===== src/hdl/rrn_pkg.sv =====
// package: constants, types and functional notes for the rotate-right datapath
package rrn_pkg;
  localparam logic [7:0] RRN_IDX_LIMIT = 8'h5F;  // last indexed address
  localparam logic [7:0] RRN_ACCESS_SPLIT = 8'h80; // low half: access ram
  localparam logic [3:0] RRN_ACCESS_HI_BANK = 4'hF; // upper access half
  localparam logic [3:0] RRN_ACCESS_LO_BANK = 4'h0;
  localparam int RRN_STATUS_N = 4;  // negative flag position
  localparam int RRN_STATUS_Z = 2;  // zero flag position
  localparam logic [7:0] RRN_RESET_BYTE = 8'h00;
  localparam logic [11:0] RRN_RESET_ADDR = 12'h000;

  typedef enum {RRN_IDLE, RRN_Q1, RRN_Q2, RRN_Q3, RRN_Q4} rrn_phase_t;

  // decoded operand fields of one instruction
  typedef struct packed {
    logic [7:0] f_addr;
    logic dest_sel;
    logic access_sel;
  } rrn_instr_t;

  // register file write request
  typedef struct packed {
    logic we;
    logic [11:0] addr;
    logic [7:0] data;
  } rrn_wr_t;
endpackage : rrn_pkg


===== src/hdl/rrn_exec.sv =====
// rotate-right-no-carry execution datapath, four phases per instruction
`timescale 1ns/1ns
module rrn_exec (
  // clock and reset
  input wire logic clk_i,
  input wire logic sys_rst_i,
  // instruction request
  input wire logic start_i,
  input wire rrn_pkg::rrn_instr_t instr_i,
  input wire logic ext_set_en_i,
  input wire logic [3:0] bank_select_register_i,
  input wire logic [7:0] fsr2_base_i,
  // register file read port, data valid the cycle after address
  output logic [11:0] rd_addr_o,
  input wire logic [7:0] rd_data_i,
  // status and working register
  input wire logic [7:0] status_i,
  output logic [7:0] status_o,
  output logic status_we_o,
  output logic [7:0] wreg_o,
  output logic wreg_we_o,
  // register file write port
  output rrn_pkg::rrn_wr_t file_wr_o,
  output logic busy_o,
  output logic done_o
);
  ////////////////////////////////////////////////////////////////////////////
  // helper functions
  function automatic logic [7:0] rot_right(input logic [7:0] v);
    rot_right = {v[0], v[7:1]};
  endfunction : rot_right

  // effective address; indexed mode overrides the access bank low window
  function automatic logic [11:0] eff_addr(input rrn_pkg::rrn_instr_t ins,
      input logic ext, input logic [3:0] bank, input logic [7:0] base);
    logic [7:0] sum;
    sum = 8'(base + ins.f_addr);
    if (!ins.access_sel && ext && ins.f_addr <= rrn_pkg::RRN_IDX_LIMIT)
      eff_addr = {4'h0, sum};
    else if (!ins.access_sel)
      eff_addr = {(ins.f_addr < rrn_pkg::RRN_ACCESS_SPLIT) ?
                  rrn_pkg::RRN_ACCESS_LO_BANK :
                  rrn_pkg::RRN_ACCESS_HI_BANK, ins.f_addr};
    else
      eff_addr = {bank, ins.f_addr};
  endfunction : eff_addr

  ////////////////////////////////////////////////////////////////////////////
  // state
  rrn_pkg::rrn_phase_t phase_reg, phase_next;
  rrn_pkg::rrn_instr_t ins_reg, ins_next;
  logic [11:0] addr_reg, addr_next;
  logic [7:0] res_reg, res_next;
  logic [7:0] status_reg, status_next;
  logic status_we_reg, status_we_next;
  logic [7:0] wreg_reg, wreg_next;
  logic wreg_we_reg, wreg_we_next;
  rrn_pkg::rrn_wr_t wr_reg, wr_next;
  logic done_reg, done_next;
  logic busy_reg, busy_next;

  // next-state logic: one phase per clock, Q1..Q4 then idle
  always_comb begin
    phase_next = phase_reg;
    ins_next = ins_reg;
    addr_next = addr_reg;
    res_next = res_reg;
    status_next = status_reg;
    status_we_next = 1'b0;
    wreg_next = wreg_reg;
    wreg_we_next = 1'b0;
    wr_next = '{we: 1'b0, addr: addr_reg, data: res_reg};
    done_next = 1'b0;
    case (phase_reg)
      rrn_pkg::RRN_IDLE: begin
        if (start_i) begin
          ins_next = instr_i;
          phase_next = rrn_pkg::RRN_Q1;
        end
      end
      rrn_pkg::RRN_Q1: begin
        // decode: bank and mode sampled now, so later changes are harmless
        addr_next = eff_addr(ins_reg, ext_set_en_i,
                             bank_select_register_i, fsr2_base_i);
        phase_next = rrn_pkg::RRN_Q2;
      end
      rrn_pkg::RRN_Q2: begin
        phase_next = rrn_pkg::RRN_Q3;  // read address is on rd_addr_o
      end
      rrn_pkg::RRN_Q3: begin
        res_next = rot_right(rd_data_i);
        status_next = status_i;
        status_next[rrn_pkg::RRN_STATUS_N] = rd_data_i[0];
        status_next[rrn_pkg::RRN_STATUS_Z] = (rd_data_i == 8'h00);
        phase_next = rrn_pkg::RRN_Q4;
      end
      rrn_pkg::RRN_Q4: begin
        status_we_next = 1'b1;
        if (ins_reg.dest_sel) begin
          wr_next = '{we: 1'b1, addr: addr_reg, data: res_reg};
        end else begin
          wreg_next = res_reg;
          wreg_we_next = 1'b1;
        end
        done_next = 1'b1;
        phase_next = rrn_pkg::RRN_IDLE;
      end
      default: phase_next = rrn_pkg::RRN_IDLE;
    endcase
    // busy follows the next phase so the port comes from a flip-flop
    busy_next = (phase_next != rrn_pkg::RRN_IDLE);
  end

  // registers
  always_ff @(posedge clk_i) begin
    if (sys_rst_i) begin
      phase_reg <= rrn_pkg::RRN_IDLE;
      ins_reg <= '0;
      addr_reg <= rrn_pkg::RRN_RESET_ADDR;
      res_reg <= rrn_pkg::RRN_RESET_BYTE;
      status_reg <= rrn_pkg::RRN_RESET_BYTE;
      status_we_reg <= 1'b0;
      wreg_reg <= rrn_pkg::RRN_RESET_BYTE;
      wreg_we_reg <= 1'b0;
      wr_reg <= '0;
      done_reg <= 1'b0;
      busy_reg <= 1'b0;
    end else begin
      phase_reg <= phase_next;
      ins_reg <= ins_next;
      addr_reg <= addr_next;
      res_reg <= res_next;
      status_reg <= status_next;
      status_we_reg <= status_we_next;
      wreg_reg <= wreg_next;
      wreg_we_reg <= wreg_we_next;
      wr_reg <= wr_next;
      done_reg <= done_next;
      busy_reg <= busy_next;
    end
  end

  ////////////////////////////////////////////////////////////////////////////
  // outputs, all straight from flip-flops
  assign rd_addr_o = addr_reg;
  assign status_o = status_reg;
  assign status_we_o = status_we_reg;
  assign wreg_o = wreg_reg;
  assign wreg_we_o = wreg_we_reg;
  assign file_wr_o = wr_reg;
  assign done_o = done_reg;
  assign busy_o = busy_reg;

  ////////////////////////////////////////////////////////////////////////////
  // assertions
  a_rotate_result: assert property (
    @(posedge clk_i) disable iff (sys_rst_i)
    phase_reg == rrn_pkg::RRN_Q3 |=> res_reg == rot_right($past(rd_data_i)))
    else $error("rotated result wrong");
  a_wrap_bit: assert property (
    @(posedge clk_i) disable iff (sys_rst_i)
    phase_reg == rrn_pkg::RRN_Q3 |=> res_reg[7] == $past(rd_data_i[0]))
    else $error("bit 0 did not wrap to bit 7");
  a_carry_kept: assert property (
    @(posedge clk_i) disable iff (sys_rst_i)
    phase_reg == rrn_pkg::RRN_Q3 |=>
      {status_reg[7:5], status_reg[3], status_reg[1:0]} ==
      $past({status_i[7:5], status_i[3], status_i[1:0]}))
    else $error("flag other than N or Z changed");
  a_zero_flag: assert property (
    @(posedge clk_i) disable iff (sys_rst_i)
    status_we_o |-> status_o[rrn_pkg::RRN_STATUS_Z] == (res_reg == 8'h00))
    else $error("zero flag wrong");
  a_dest_wreg: assert property (
    @(posedge clk_i) disable iff (sys_rst_i)
    done_o |-> (wreg_we_o != file_wr_o.we) &&
      (file_wr_o.we == ins_reg.dest_sel))
    else $error("wrong destination");
  a_bank_used: assert property (
    @(posedge clk_i) disable iff (sys_rst_i)
    phase_reg == rrn_pkg::RRN_Q1 && ins_reg.access_sel |=>
      rd_addr_o[11:8] == $past(bank_select_register_i))
    else $error("bank select not used");
  a_indexed_addr: assert property (
    @(posedge clk_i) disable iff (sys_rst_i)
    phase_reg == rrn_pkg::RRN_Q1 && !ins_reg.access_sel && ext_set_en_i &&
      ins_reg.f_addr <= rrn_pkg::RRN_IDX_LIMIT |=>
      rd_addr_o == {4'h0, 8'($past(fsr2_base_i) + $past(ins_reg.f_addr))})
    else $error("indexed address wrong");
  // taken at edge k, phases at k..k+3, done registered at k+4, seen at k+5
  a_four_phases: assert property (
    @(posedge clk_i) disable iff (sys_rst_i)
    phase_reg == rrn_pkg::RRN_IDLE && start_i |-> ##5 done_o)
    else $error("instruction not done in four phases");

  // flags, writes, addressing and pacing
  a_neg_flag: assert property (
    @(posedge clk_i) disable iff (sys_rst_i)
    status_we_o |-> status_o[rrn_pkg::RRN_STATUS_N] == res_reg[7])
    else $error("negative flag wrong");
  a_flags_with_done: assert property (
    @(posedge clk_i) disable iff (sys_rst_i)
    status_we_o == done_o)
    else $error("status write not with done");
  a_wreg_value: assert property (
    @(posedge clk_i) disable iff (sys_rst_i)
    wreg_we_o |-> wreg_o == res_reg)
    else $error("working register value wrong");
  a_file_value: assert property (
    @(posedge clk_i) disable iff (sys_rst_i)
    file_wr_o.we |-> file_wr_o.data == res_reg &&
      file_wr_o.addr == rd_addr_o)
    else $error("write back value or address wrong");
  a_access_bank: assert property (
    @(posedge clk_i) disable iff (sys_rst_i)
    phase_reg == rrn_pkg::RRN_Q1 && !ins_reg.access_sel &&
      !(ext_set_en_i && ins_reg.f_addr <= rrn_pkg::RRN_IDX_LIMIT) |=>
      rd_addr_o[7:0] == $past(ins_reg.f_addr) &&
      rd_addr_o[11:8] == (rd_addr_o[7:0] < rrn_pkg::RRN_ACCESS_SPLIT ?
        rrn_pkg::RRN_ACCESS_LO_BANK : rrn_pkg::RRN_ACCESS_HI_BANK))
    else $error("access bank address wrong");
  a_refused_start: assert property (
    @(posedge clk_i) disable iff (sys_rst_i)
    phase_reg != rrn_pkg::RRN_IDLE |=> $stable(ins_reg))
    else $error("instruction changed while busy");
  a_done_pulse: assert property (
    @(posedge clk_i) disable iff (sys_rst_i)
    done_o |=> !done_o)
    else $error("done longer than one cycle");
  a_read_window: assert property (
    @(posedge clk_i) disable iff (sys_rst_i)
    phase_reg == rrn_pkg::RRN_Q2 |=> $stable(rd_addr_o))
    else $error("read address moved during read");
  a_pulse_idle: assert property (
    @(posedge clk_i) disable iff (sys_rst_i)
    !done_o |-> !status_we_o && !wreg_we_o && !file_wr_o.we)
    else $error("write pulse outside done");
endmodule : rrn_exec


===== config.mk =====
export PLATFORM = sky130hd
export DESIGN_NAME = rrn_exec
export DESIGN_NICKNAME = d
export VERILOG_FILES = /design/src/hdl/rrn_pkg.sv /design/src/hdl/rrn_exec.sv
export SDC_FILE = /design/constraint.sdc
export NUM_CORES = 1
export LEC_CHECK = 0
export BUFFER_PORTS_ARGS = -buffer_cell sky130_fd_sc_hd__buf_4
export CAP_MARGIN = 20
export CORE_ASPECT_RATIO = 1.25
export CORE_MARGIN = 5
export CORE_UTILIZATION = 32
export DETAILED_ROUTE_END_ITERATION = 8
export PLACE_DENSITY_LB_ADDON = 0.12
export SETUP_SLACK_MARGIN = 0.1
export SLEW_MARGIN = 20
export SYNTH_ARGS = -nofsm -noshare
export SYNTH_HDL_FRONTEND = slang
export SYNTH_SLANG_ARGS = --single-unit

===== constraint.sdc =====
create_clock -name clk_i -period 5.35 [get_ports clk_i]
set_input_delay 1.605 -clock clk_i [delete_from_list [all_inputs] [get_ports clk_i]]
set_output_delay 1.605 -clock clk_i [all_outputs]
set_load 0.02 [all_outputs]

==> impl_metrics.env <==
export IMPL_status="completed"
export IMPL_cts_buffers=9
export IMPL_coreArea_sq_mm=0.0106
export IMPL_syn_area_per_cell_sq_um=10.2
export IMPL_clockRootBuffer="clkbuf_16"
export IMPL_gp_congestion=0.811
export IMPL_rows=42
export IMPL_rrSetupSlack_ns=3.06
export IMPL_period_needed_ns=3.08
export IMPL_seq_area_frac_synth=0.584
export IMPL_h_tree_depth=3
export IMPL_ant_nets=0
export IMPL_rsz0062_at_grt="false"
export IMPL_die_h_microns=126
export IMPL_p_int_w=0.00119
export IMPL_fin_nets=501
export IMPL_initial_core_util=0.326
export IMPL_end_kind="flop"
export IMPL_hold_viol=0
export IMPL_slew_headroom=0.507
export IMPL_final_common_cell="dfxtp_1"
export IMPL_busiest_layer="met2"
export IMPL_first_global_vias=2594
export IMPL_met2_usage=0.189
export IMPL_synth_top_area_share=0.584
export IMPL_via_count=2574
export IMPL_antenna_found_initial=0
export IMPL_port_buffers=92
export IMPL_holdPathStages=2
export IMPL_cp_slowest_cell="or3_1"
export IMPL_ys_async_sr_fraction=0
export IMPL_cpPeakStageDelay_ns=0.30
export IMPL_grt_ovfl_total=0
export IMPL_drt_initial_drc_count=79
export IMPL_most_common_layout_cells="dfxtp_1 (101), buf_4 (92), nand2_1 (37)"
export IMPL_power_density_mw_per_mm2=322
export IMPL_drc=0
export IMPL_setup_viol=0
export IMPL_ys_seq_elements=101
export IMPL_syn_to_final_growth_pct=33.5
export IMPL_arrival_ns=3.28
export IMPL_hold_path_class="reg2reg"
export IMPL_num_antenna_cells=0
export IMPL_start_kind="input pin"
export IMPL_sw_frac_of_total=0.199
export IMPL_cts_resized=0
export IMPL_ys_flop_type="dfxtp_1"
export IMPL_cts_path_max_buffers=2
export IMPL_ir_worst_vdd_mv=0.126
export IMPL_fp_dieW_microns=103
export IMPL_grt_usage=0.123
export IMPL_synth_edf_count=0
export IMPL_r2r_start="phase_reg[13]"
export IMPL_cts_tree="built"
export IMPL_maxClockFrequency_mhz=325
export IMPL_largest_reg_flops=32
export IMPL_yosysWarningCount=0
export IMPL_clk_pin_slew_worst_paths_ns=0.07
export IMPL_yosys_top_cells_area="dfxtp_1 (58%), mux2i_1 (5.5%), nor2b_1 (4.3%)"
export IMPL_syn_area_sq_mm=0.00346
export IMPL_via_per_inst=4.39
export IMPL_placed_cell_area_sq_mm=0.00431
export IMPL_cp_required_ns=5.55
export IMPL_finalSetupTns_ns=0
export IMPL_yosys_area_top_type="dfxtp_1"
export IMPL_worstMarginPinSlew_ns=0.739
export IMPL_post_cts_buffers=0
export IMPL_synthCells=340
export IMPL_dp_hpwl_microns=5480
export IMPL_fin_area_sq_mm=0.00463
export IMPL_drv_cap=0
export IMPL_dieArea_sq_mm=0.0130
export IMPL_cts_sinks=101
export IMPL_dr_pass1_iters=4
export IMPL_finalWirelength_microns=7570
export IMPL_clock_power_share=0.454
export IMPL_holdCritStartpoint="status_o[5]"
export IMPL_r2r_end="ins_reg[2]"
export IMPL_synth_cell_types=42
export IMPL_rr_worst_depth=6
export IMPL_pin_count=95
export IMPL_ctsHoldBuffers=0
export IMPL_clock_skew_final_ns=0.00448
export IMPL_power_switching_w=0.000297
export IMPL_finalCritPeriodShare=0.575
export IMPL_leakagePower_nw=1.90
export IMPL_combPwrFrac=0.032
export IMPL_drive_above_1_share=0.255
export IMPL_path_cells="buf_4, ha_1, inv_1, fa_1, nor2b_1, o31a_1, o21a_1, or3_1, a31oi_1, o31ai_1"
export IMPL_grt_max_degree=71
export IMPL_cp_max_fo=3
export IMPL_grt_first_pass_wirelength_microns=12300
export IMPL_grt_use_met1=0.153
export IMPL_path_class="in2reg"
export IMPL_globalRouteMet3Util=0.0412
export IMPL_power_frac_seq=0.514
export IMPL_wire_per_inst_microns=12.9
export IMPL_min_to="status_o[5]"
export IMPL_worst_skew_pair_late_latency_ns=0.34
export IMPL_slew_viol_final=0
area by class of cell:
cell class	count	area [sq um]
clock buffers	9	225
repair buffers	92	691
inverters	6	22.5
clock inverters	6	88.8
flip-flops and latches	101	2020
well taps	132	165
fillers	1074	5990
multi-input cells	241	1410
cells in the mapped netlist (all sizes together) (4+ instances only):
| cell type | instances |
|---|---|
| inv | 6 |
| xnor2 | 4 |
| nor2b | 24 |
| nand2 | 37 |
| nor2 | 38 |
| nand3 | 6 |
| a21oi | 21 |
| clkbuf | 11 |
| dfxtp | 101 |
| mux2i | 19 |
| nor4 | 9 |
| buf | 9 |
| ha | 7 |
| a211oi | 10 |
| nor3 | 12 |
worst max-delay path by stage:
stage / to / depth (start not counted) / slack (ns) / startpoint
5_1_grt: rd_addr_o[6] / 10 / 2.16 / fsr2_base_i[0]
6_report: rd_addr_o[6] / 10 / 2.27 / fsr2_base_i[0]
3_5_place_dp: rd_addr_o[6] / 10 / 1.90 / fsr2_base_i[0]
4_1_cts: rd_addr_o[6] / 10 / 2.27 / fsr2_base_i[0]
2_1_floorplan: rd_addr_o[6] / 9 / 2.22 / fsr2_base_i[0]
3_3_place_gp: rd_addr_o[6] / 10 / 1.93 / fsr2_base_i[0]
power by group through the flow:
stage	logic, W	registers (W)	clock network [W]
final	0.0000477	0.000766	0.000677
after global routing	0.0000538	0.000767	0.000734
after floorplan	0.0000203	0.000783	0
after detailed placement	0.0000480	0.000784	0
after global placement	0.0000480	0.000783	0
after CTS	0.0000481	0.000766	0.000703
worst max-delay path, delay by kind of cell:
| family | cells | cell delay, ns |
|---|---|---|
| AO/OA/AOI/OAI | 4 | 0.73 |
| AND/OR/NAND/NOR | 2 | 0.37 |
| adder cells (fa/ha/maj) | 2 | 0.38 |
| buffers and inverters | 2 | 0.18 |
cells by family after synthesis:
kind of cell | after synthesis | synth area share
mux | 19 | 0.0549
xor+xnor | 4 | 0.0101
compound gates | 44 | 0.0820
buf+inv | 26 | 0.0394
flops | 101 | 0.584
simple gates | 137 | 0.198
fa+ha+maj | 8 | 0.0311
other cells | 1 | 0.00108
per-layer routing:
| metal | share of wire | routed length, microns | up-vias |
|---|---|---|---|
| met3 | 0.072 | 542 | 10 |
| met1 | 0.46 | 3460 | 1149 |
| met2 | 0.45 | 3420 | 73 |
| li1 | - | - | 1342 |
| met5 | 0 | 0 | - |
| met4 | 0.019 | 146 | 0 |
through the flow:
step                instances  power, W  utilization  hold WS, ns  worst slack (ns)
floorplan                 368  0.000803            -        0.422              2.22
global placement          572  0.000831        0.406        0.441              1.93
detailed placement        572  0.000831        0.406        0.445              1.90
CTS                       587   0.00152        0.436        0.455              2.27
global route              587   0.00155        0.436        0.470              2.16
finish                    587   0.00149        0.436        0.452              2.27
Note: power is estimated with default switching activity, not from simulation.
